### config.mk
export PLATFORM = sky130hd
export DESIGN_NAME = osel_top
export DESIGN_NICKNAME = d
export VERILOG_FILES = /design/src/include/osel_pkg.sv /design/src/hw/osel_top.sv /design/src/hw/osel_div4.sv
export SDC_FILE = /design/constraint.sdc
export NUM_CORES = 1
export LEC_CHECK = 0
export ABC_CLOCK_PERIOD_IN_PS = 1100
export BUFFER_PORTS_ARGS = -buffer_cell sky130_fd_sc_hd__clkbuf_2
export CAP_MARGIN = 0
export CORE_MARGIN = 3
export CORE_UTILIZATION = 35
export DETAILED_ROUTE_END_ITERATION = 8
export PLACE_DENSITY = 0.65
export SETUP_SLACK_MARGIN = 0.4
export SYNTH_ARGS = -nofsm -noshare
export SYNTH_HDL_FRONTEND = slang
export SYNTH_SLANG_ARGS = --single-unit
### constraint.sdc
create_clock -name clk -period 1.1 [get_ports clk]
set_clock_uncertainty 0.15 [all_clocks]
set_input_delay 0.165 -clock clk [delete_from_list [all_inputs] [get_ports clk]]
set_output_delay 0.165 -clock clk [all_outputs]
set_load 0.01 [all_outputs]
### src/include/osel_pkg.sv
// package: constants, modes and carrier types for the oscillator source select block
`default_nettype none
package osel_pkg;

  // clock mode configuration field codes (programming-time strap)
  localparam logic [2:0] MODE_LOW_GAIN_XTAL = 3'h0; // low_gain_crystal_mode
  localparam logic [2:0] MODE_MED_GAIN_XTAL = 3'h1; // medium_gain_crystal_mode
  localparam logic [2:0] MODE_HIGH_GAIN_XTAL = 3'h2; // high_gain_crystal_mode
  localparam logic [2:0] MODE_EXT_CLOCK = 3'h3; // external logic clock, second pin is io
  localparam logic [2:0] MODE_INT_PIN_IO = 3'h4; // internal_osc_both_pins_io_mode
  localparam logic [2:0] MODE_INT_CLOCK_OUT_PIN = 3'h5; // internal_osc_clock_out_mode
  localparam logic [2:0] MODE_RC_PIN_IO = 3'h6; // resistor_capacitor_pin_io_mode
  localparam logic [2:0] MODE_RC_CLOCK_OUT_PIN = 3'h7; // resistor_capacitor_clock_out_pin_mode

  // amplifier gain codes
  localparam logic [1:0] GAIN_OFF = 2'h0; // amplifier disabled
  localparam logic [1:0] GAIN_LOW = 2'h1; // watch crystal drive
  localparam logic [1:0] GAIN_MED = 2'h2; // medium drive
  localparam logic [1:0] GAIN_HIGH = 2'h3; // high drive

  // system clock source codes
  localparam logic [1:0] SRC_CFG_EXTERNAL = 2'h0; // crystal or external logic clock
  localparam logic [1:0] SRC_CFG_RC = 2'h1; // external rc network
  localparam logic [1:0] SRC_FAST_INT = 2'h2; // postscaled fast internal oscillator
  localparam logic [1:0] SRC_SLOW_INT = 2'h3; // slow internal oscillator

  // frequency select codes and reset values
  localparam logic [2:0] FREQ_SEL_SLOW = 3'h0; // 31 kHz slow oscillator
  localparam logic [2:0] FREQ_SEL_MAX = 3'h7; // 8 MHz, undivided
  localparam logic [2:0] FREQ_SEL_RESET = 3'h6; // 4 MHz after reset
  localparam logic [4:0] TRIM_RESET = 5'h00; // factory calibrated frequency
  localparam logic [4:0] TRIM_MAX = 5'h0F; // highest frequency
  localparam logic [4:0] TRIM_MIN = 5'h10; // lowest frequency
  localparam logic [1:0] DIV4_RESET = 2'h0; // clock-out counter start

  // nominal frequencies in kHz
  localparam int FAST_OSC_KHZ = 8000;
  localparam int SLOW_OSC_KHZ = 31;

  // one oscillator pin seen from the core: drive value and enable
  typedef struct packed {
    logic out; // level driven onto the pin
    logic oe; // high while the block drives the pin
  } osel_pin_t;

  // software control carried to the block
  typedef struct packed {
    logic [2:0] freq_sel; // internal_freq_select value
    logic freq_wr; // one-cycle write strobe for freq_sel
    logic [4:0] trim; // fast_osc_trim_value, signed
    logic trim_wr; // one-cycle write strobe for trim
    logic system_clock_source_select; // system_clock_source_select
  } osel_ctrl_t;

endpackage : osel_pkg
`default_nettype wire

### src/hw/osel_top.sv
// module: oscillator source select, pin reuse and internal oscillator control
`default_nettype none
module osel_top
(
  input wire logic clk,
  input wire logic reset,
  input wire logic clk_en,
  input wire logic [2:0] clock_mode_cfg,
  input wire logic two_speed_startup_enable,
  input wire osel_pkg::osel_ctrl_t ctrl,
  input wire logic fast_osc_ready_pin,
  input wire logic slow_osc_ready_pin,
  input wire logic slow_osc_keep_alive,
  input wire osel_pkg::osel_pin_t gpio_in_pin_drive,
  input wire osel_pkg::osel_pin_t gpio_out_pin_drive,
  output logic [1:0] amp_gain,
  output logic amp_feedback_en,
  output logic [1:0] sys_clock_source,
  output logic [2:0] internal_freq_select,
  output logic [2:0] postscale_shift,
  output logic fast_osc_enable,
  output logic slow_osc_enable,
  output logic fast_osc_stable_flag,
  output logic slow_osc_stable_flag,
  output logic signed [4:0] fast_osc_trim_value,
  output logic trim_shift_start,
  output osel_pkg::osel_pin_t oscillator_input_pin,
  output osel_pkg::osel_pin_t oscillator_output_pin
);

  ////////////////////////////////////////////////////////////////////////////
  // declarations
  logic [2:0] mode_reg; // registered clock mode configuration
  logic two_speed_startup_enable_reg; // registered two-speed start-up enable
  logic scs_reg; // system clock source select
  logic [2:0] freq_reg; // frequency select state
  logic [4:0] trim_reg; // trim state
  logic fast_sync1_reg; // first synchroniser stage, fast ready
  logic fast_sync2_reg; // second synchroniser stage, fast ready
  logic slow_sync1_reg; // first synchroniser stage, slow ready
  logic slow_sync2_reg; // second synchroniser stage, slow ready
  logic div4; // divide-by-four square wave
  logic int_mode; // configured for an internal oscillator mode
  logic use_internal; // internal oscillators clock the core
  logic fast_en_next; // fast oscillator enable term
  logic slow_en_next; // slow oscillator enable term
  logic [1:0] gain_next; // amplifier gain for the mode
  logic [1:0] src_next; // system clock source for the mode
  osel_pkg::osel_pin_t in_pin_next; // first pin drive
  osel_pkg::osel_pin_t out_pin_next; // second pin drive

  ////////////////////////////////////////////////////////////////////////////
  // functions

  // decode the configuration field into amplifier gain
  function automatic logic [1:0] gain_of(input logic [2:0] mode);
    case (mode)
      osel_pkg::MODE_LOW_GAIN_XTAL: gain_of = osel_pkg::GAIN_LOW;
      osel_pkg::MODE_MED_GAIN_XTAL: gain_of = osel_pkg::GAIN_MED;
      osel_pkg::MODE_HIGH_GAIN_XTAL: gain_of = osel_pkg::GAIN_HIGH;
      default: gain_of = osel_pkg::GAIN_OFF;
    endcase
  endfunction

  // true for the two internal oscillator modes
  function automatic logic is_int_mode(input logic [2:0] mode);
    is_int_mode = (mode == osel_pkg::MODE_INT_PIN_IO) || (mode == osel_pkg::MODE_INT_CLOCK_OUT_PIN);
  endfunction

  ////////////////////////////////////////////////////////////////////////////
  // divide-by-four clock source for the clock-out pin
  osel_div4 u_div4
  (
    .clk (clk),
    .reset (reset),
    .clk_en (clk_en),
    .div4 (div4)
  );

  ////////////////////////////////////////////////////////////////////////////
  // configuration capture, same clock domain, so no synchroniser
  always_ff @(posedge clk)
  begin
    if (reset)
    begin
      mode_reg <= clock_mode_cfg;
      two_speed_startup_enable_reg <= two_speed_startup_enable;
    end
    else if (clk_en)
    begin
      mode_reg <= clock_mode_cfg;
      two_speed_startup_enable_reg <= two_speed_startup_enable;
    end
  end

  ////////////////////////////////////////////////////////////////////////////
  // software control: source select and frequency select
  always_ff @(posedge clk)
  begin
    if (reset)
    begin
      scs_reg <= 1'b0;
      freq_reg <= osel_pkg::FREQ_SEL_RESET;
    end
    else if (clk_en)
    begin
      scs_reg <= ctrl.system_clock_source_select;
      if (ctrl.freq_wr)
        freq_reg <= ctrl.freq_sel;
    end
  end

  ////////////////////////////////////////////////////////////////////////////
  // trim register and shift-start pulse; the shift itself is analog
  always_ff @(posedge clk)
  begin
    if (reset)
    begin
      trim_reg <= osel_pkg::TRIM_RESET;
      trim_shift_start <= 1'b0;
    end
    else if (clk_en)
    begin
      trim_shift_start <= ctrl.trim_wr;
      if (ctrl.trim_wr)
        trim_reg <= ctrl.trim;
    end
  end

  ////////////////////////////////////////////////////////////////////////////
  // ready levels from the analog oscillators cross in through two flops
  always_ff @(posedge clk)
  begin
    if (reset)
    begin
      fast_sync1_reg <= 1'b0;
      fast_sync2_reg <= 1'b0;
      slow_sync1_reg <= 1'b0;
      slow_sync2_reg <= 1'b0;
    end
    else if (clk_en)
    begin
      fast_sync1_reg <= fast_osc_ready_pin;
      fast_sync2_reg <= fast_sync1_reg;
      slow_sync1_reg <= slow_osc_ready_pin;
      slow_sync2_reg <= slow_sync1_reg;
    end
  end

  ////////////////////////////////////////////////////////////////////////////
  // mode decode: source, enables, gain and pin reuse
  always_comb
  begin
    int_mode = is_int_mode(mode_reg);
    use_internal = scs_reg || int_mode;
    fast_en_next = (freq_reg != osel_pkg::FREQ_SEL_SLOW) && (use_internal || two_speed_startup_enable_reg);
    // slow oscillator has its own enable and never sees the trim
    slow_en_next = ((freq_reg == osel_pkg::FREQ_SEL_SLOW) && (use_internal || two_speed_startup_enable_reg))
      || slow_osc_keep_alive;
    gain_next = gain_of(mode_reg);
    // source: internal when selected by software or by the mode
    if (use_internal)
      src_next = (freq_reg == osel_pkg::FREQ_SEL_SLOW) ? osel_pkg::SRC_SLOW_INT : osel_pkg::SRC_FAST_INT;
    else if ((mode_reg == osel_pkg::MODE_RC_PIN_IO) || (mode_reg == osel_pkg::MODE_RC_CLOCK_OUT_PIN))
      src_next = osel_pkg::SRC_CFG_RC;
    else
      src_next = osel_pkg::SRC_CFG_EXTERNAL;
    // pins default to released: analog crystal or rc network
    in_pin_next = '0;
    out_pin_next = '0;
    case (mode_reg)
      osel_pkg::MODE_RC_CLOCK_OUT_PIN:
      begin
        out_pin_next.out = div4;
        out_pin_next.oe = 1'b1;
      end
      osel_pkg::MODE_RC_PIN_IO, osel_pkg::MODE_EXT_CLOCK:
      begin
        out_pin_next = gpio_out_pin_drive;
      end
      osel_pkg::MODE_INT_CLOCK_OUT_PIN:
      begin
        in_pin_next = gpio_in_pin_drive;
        out_pin_next.out = div4;
        out_pin_next.oe = 1'b1;
      end
      osel_pkg::MODE_INT_PIN_IO:
      begin
        in_pin_next = gpio_in_pin_drive;
        out_pin_next = gpio_out_pin_drive;
      end
      default:
      begin
        in_pin_next = '0; // crystal pins belong to the amplifier
        out_pin_next = '0;
      end
    endcase
  end

  ////////////////////////////////////////////////////////////////////////////
  // registered outputs: clock source control
  always_ff @(posedge clk)
  begin
    if (reset)
    begin
      amp_gain <= osel_pkg::GAIN_OFF;
      amp_feedback_en <= 1'b0;
      sys_clock_source <= osel_pkg::SRC_CFG_EXTERNAL;
      internal_freq_select <= osel_pkg::FREQ_SEL_RESET;
      postscale_shift <= 3'h1;
      fast_osc_enable <= 1'b0;
      slow_osc_enable <= 1'b0;
      fast_osc_trim_value <= osel_pkg::TRIM_RESET;
    end
    else if (clk_en)
    begin
      amp_gain <= gain_next;
      amp_feedback_en <= (gain_next != osel_pkg::GAIN_OFF);
      sys_clock_source <= src_next;
      internal_freq_select <= freq_reg;
      // postscaler divides 8 MHz by 2^(7-code); unused for the slow code
      postscale_shift <= osel_pkg::FREQ_SEL_MAX - freq_reg;
      fast_osc_enable <= fast_en_next;
      slow_osc_enable <= slow_en_next;
      fast_osc_trim_value <= $signed(trim_reg);
    end
  end

  ////////////////////////////////////////////////////////////////////////////
  // registered outputs: status flags and pins
  always_ff @(posedge clk)
  begin
    if (reset)
    begin
      fast_osc_stable_flag <= 1'b0;
      slow_osc_stable_flag <= 1'b0;
      oscillator_input_pin <= '0;
      oscillator_output_pin <= '0;
    end
    else if (clk_en)
    begin
      fast_osc_stable_flag <= fast_sync2_reg && fast_osc_enable;
      slow_osc_stable_flag <= slow_sync2_reg && slow_osc_enable;
      oscillator_input_pin <= in_pin_next;
      oscillator_output_pin <= out_pin_next;
    end
  end
endmodule // osel_top
`default_nettype wire

### src/hw/osel_div4.sv
// module: free-running divide-by-four counter for the clock-out pin
`default_nettype none
module osel_div4
(
  input wire logic clk,
  input wire logic reset,
  input wire logic clk_en,
  output logic div4
);

  logic [1:0] count_reg; // two-bit phase counter

  ////////////////////////////////////////////////////////////////////////////
  // counter runs on every enabled edge, top bit is a 50 percent square wave
  always_ff @(posedge clk)
  begin
    if (reset)
      count_reg <= osel_pkg::DIV4_RESET;
    else if (clk_en)
      count_reg <= count_reg + 2'h1;
  end

  assign div4 = count_reg[1];

endmodule // osel_div4
`default_nettype wire

==> flow_metrics.env <==
export IMPL_max_freq_ghz=0.805
export IMPL_fp_dieH_um=75.2
export IMPL_hold_slack_ps=-105
export IMPL_timing_final_crit_share_pct=113
export IMPL_clk_latency_ps=290
export IMPL_p_per_area_nw_per_um2=1140
export IMPL_path_delay_family="flip-flops"
export IMPL_crit_arrival_ps=1280
export IMPL_critPathBufInv=0
export IMPL_path_max_fanout=5
export IMPL_clockRootBuffer="clkbuf_8"
export IMPL_drt_iter0_drc=53
export IMPL_seq_area_frac_synth_pct=55.0
export IMPL_dieWidth_um=75.2
export IMPL_switching_share_pct=25.7
export IMPL_grt_max_degree=13
export IMPL_cp_start_kind="flop"
export IMPL_hold_violations=16
export IMPL_groute_usage_overall_pct=14.7
export IMPL_final_common_cell="buf_6"
export IMPL_synth_warnings=0
export IMPL_required_ps=1140
export IMPL_routabilityCongestion=0.821
export IMPL_wl_per_cell_um=13.7
export IMPL_ctsHtreeMaxLevel=2
export IMPL_worst_slew_pin_slew_ps=314
export IMPL_hpwl_um=2760
export IMPL_start_util_pct=37.4
export IMPL_max_stage_delay_ps=450
export IMPL_status="finished, violations left"
export IMPL_finalSetupViolCount=10
export IMPL_comb_power_share_pct=20.6
export IMPL_vias_per_cell=4.80
export IMPL_endpoint_kind="flop"
export IMPL_top_level_ports=50
export IMPL_wl_um=4270
export IMPL_hold_class="primary input to flop"
export IMPL_r2r_slack_ps=-140
export IMPL_grt_setup_unrepaired="yes"
export IMPL_finalSetupTns_ps=-1120
export IMPL_antenna_found_initial=0
export IMPL_cell_internal_pwr_mw=2.57
export IMPL_maxCapViolations=0
export IMPL_clock_sinks=44
export IMPL_final_cell_mix="39 x buf_6, 36 x dfxtp_2, 23 x clkbuf_2"
export IMPL_worst_r2r_cell_count=3
export IMPL_violations="hold timing, setup timing"
export IMPL_n_antenna_cell=0
export IMPL_syn_cell_area_sq_um=1680
export IMPL_final_max_slew_viol_count=0
export IMPL_power_switching_uw=892
export IMPL_critPathKind="flop to flop"
export IMPL_syn_area_per_cell_sq_um=9.86
export IMPL_cts_tree="built"
export IMPL_grt_pass1_vias=1381
export IMPL_nets=285
export IMPL_drive_gt1_share_pct=73.1
export IMPL_syn2layout_area_growth_pct=80.8
export IMPL_drc=0
export IMPL_pwr_share_seq_pct=52.0
export IMPL_cts_buffers=5
export IMPL_ant_nets=0
export IMPL_path_clk_slew_ps=80
export IMPL_layout_setup_ws_ps=-142
export IMPL_crit_cells=3
export IMPL_rows=24
export IMPL_grt_overflow_total=0
export IMPL_worstHoldPathCells=1
export IMPL_slowest_stage="edfxtp_1"
export IMPL_p_clk_share_pct=27.4
export IMPL_synth_nets=195
export IMPL_cts_max_path_buffers=2
export IMPL_p_leak_nw=1.30
export IMPL_preCtsSetupSlack_ps=-123
export IMPL_core_area_sq_um=4470
export IMPL_grt_pass1_wl_um=6200
export IMPL_dieArea_sq_um=5650
export IMPL_ir_drop_mv=0.545
export IMPL_numPortBuffers=49
export IMPL_synth_seq_cells=44
export IMPL_synth_distinct_cells=30
export IMPL_min_period_ps=1240
export IMPL_route_vias_total=1497
export IMPL_dr_pass1_iters=4
export IMPL_syn_inst=170
export IMPL_finalPower_mw=3.46
export IMPL_cp_cell_sequence="nor2b_4, nor3_2, o41ai_2"
export IMPL_max_slew_margin_pct=79.1
-- cell type report --
type                       count  area (sq um)
fill                         334          1450
sequential                    44           977
timing repair buffer          92           950
multi-input combinational    111           927
clock buffer                   6          72.6
tap                           52          65.1
inverter                       6          32.5
clock inverter                 1          5.00
-- synthesized netlist by cell type --
library cell | instances | area (sq um)
a211o_1 | 2 | 17.5
a211oi_2 | 1 | 12.5
a21oi_1 | 17 | 85.1
a22oi_1 | 1 | 7.51
a311oi_2 | 1 | 15.0
and2b_2 | 1 | 8.76
and3_1 | 2 | 12.5
buf_1 | 1 | 3.75
buf_2 | 5 | 25.0
buf_4 | 2 | 15.0
buf_6 | 1 | 11.3
dfxtp_1 | 40 | 801
edfxtp_1 | 4 | 120
inv_1 | 5 | 18.8
inv_2 | 1 | 3.75
mux2i_1 | 13 | 130
nand2_1 | 17 | 63.8
nand2b_1 | 8 | 50.1
nand3_1 | 11 | 55.1
nor2_1 | 20 | 75.1
nor2b_1 | 1 | 6.26
nor2b_4 | 1 | 13.8
nor3_2 | 1 | 10.0
nor3_4 | 1 | 16.3
o21a_1 | 1 | 7.51
o21ai_0 | 7 | 35.0
o31ai_2 | 1 | 12.5
o41ai_2 | 1 | 16.3
xnor2_1 | 1 | 8.76
xor2_1 | 2 | 17.5
-- logic make-up (layout without fill, tap and decap cells) --
| group | count (synthesis) | count (layout) | synth area share, % |
|---|---|---|---|
| AO/OA/AOI/OAI | 32 | 32 | 12.5 |
| XOR/XNOR | 3 | 3 | 1.57 |
| buffers and inverters | 15 | 105 | 4.63 |
| flip-flops | 44 | 44 | 55.0 |
| multiplexers | 13 | 13 | 7.77 |
| AND/OR/NAND/NOR | 63 | 63 | 18.6 |
-- routing by layer --
layer	vias up	share of wire, %	global-route usage [%]
li1	755	-	-
met3	4	4.0	3.47
met5	-	0	0
met1	700	45	18.4
met4	0	0.98	7.57
met2	38	50	23.6
-- repair_timing --
| action | CTS | global route |
|---|---|---|
| buffers inserted | 6 | 8 |
| endpoints found under the setup margin | 69 | 69 |
| cloned | 2 | 0 |
| endpoints found under the hold margin | 15 | 16 |
| gates resized for setup | 60 | 85 |
| pin swaps | 8 | 23 |
-- final timing paths --
check / start / end
setup / recovery: mode_reg[2] / fast_osc_enable
hold reg to reg: internal_freq_select[1] / internal_freq_select[1]
setup reg to reg: mode_reg[2] / fast_osc_enable
hold / removal: clock_mode_cfg[2] / mode_reg[2]
-- power groups by stage --
stage	Combinational [mW]	Sequential (mW)	Clock, mW
finish	0.714	1.80	0.950
global placement	0.487	1.81	0
detailed placement	0.491	1.81	0
floorplan	0.259	1.82	0
global route	0.767	1.81	1.06
CTS	0.581	1.79	0.978
-- worst reg2reg max path, stage by stage, from the launching register on --
cell,delay (ps)
edfxtp_1,450
nor2b_4,270
nor3_2,70
o41ai_2,200
-- per-stage QoR --
stage,area [sq um],std cells,util (%),hold slack (ps)
after floorplan,1850,170,-,114
after global placement,2320,289,52.0,192
after detailed placement,2320,289,52.0,195
after CTS,2650,304,59.3,-113
after global routing,3030,312,67.7,-112
final,3030,312,67.7,-105
Power figures use the tool's default switching activity.
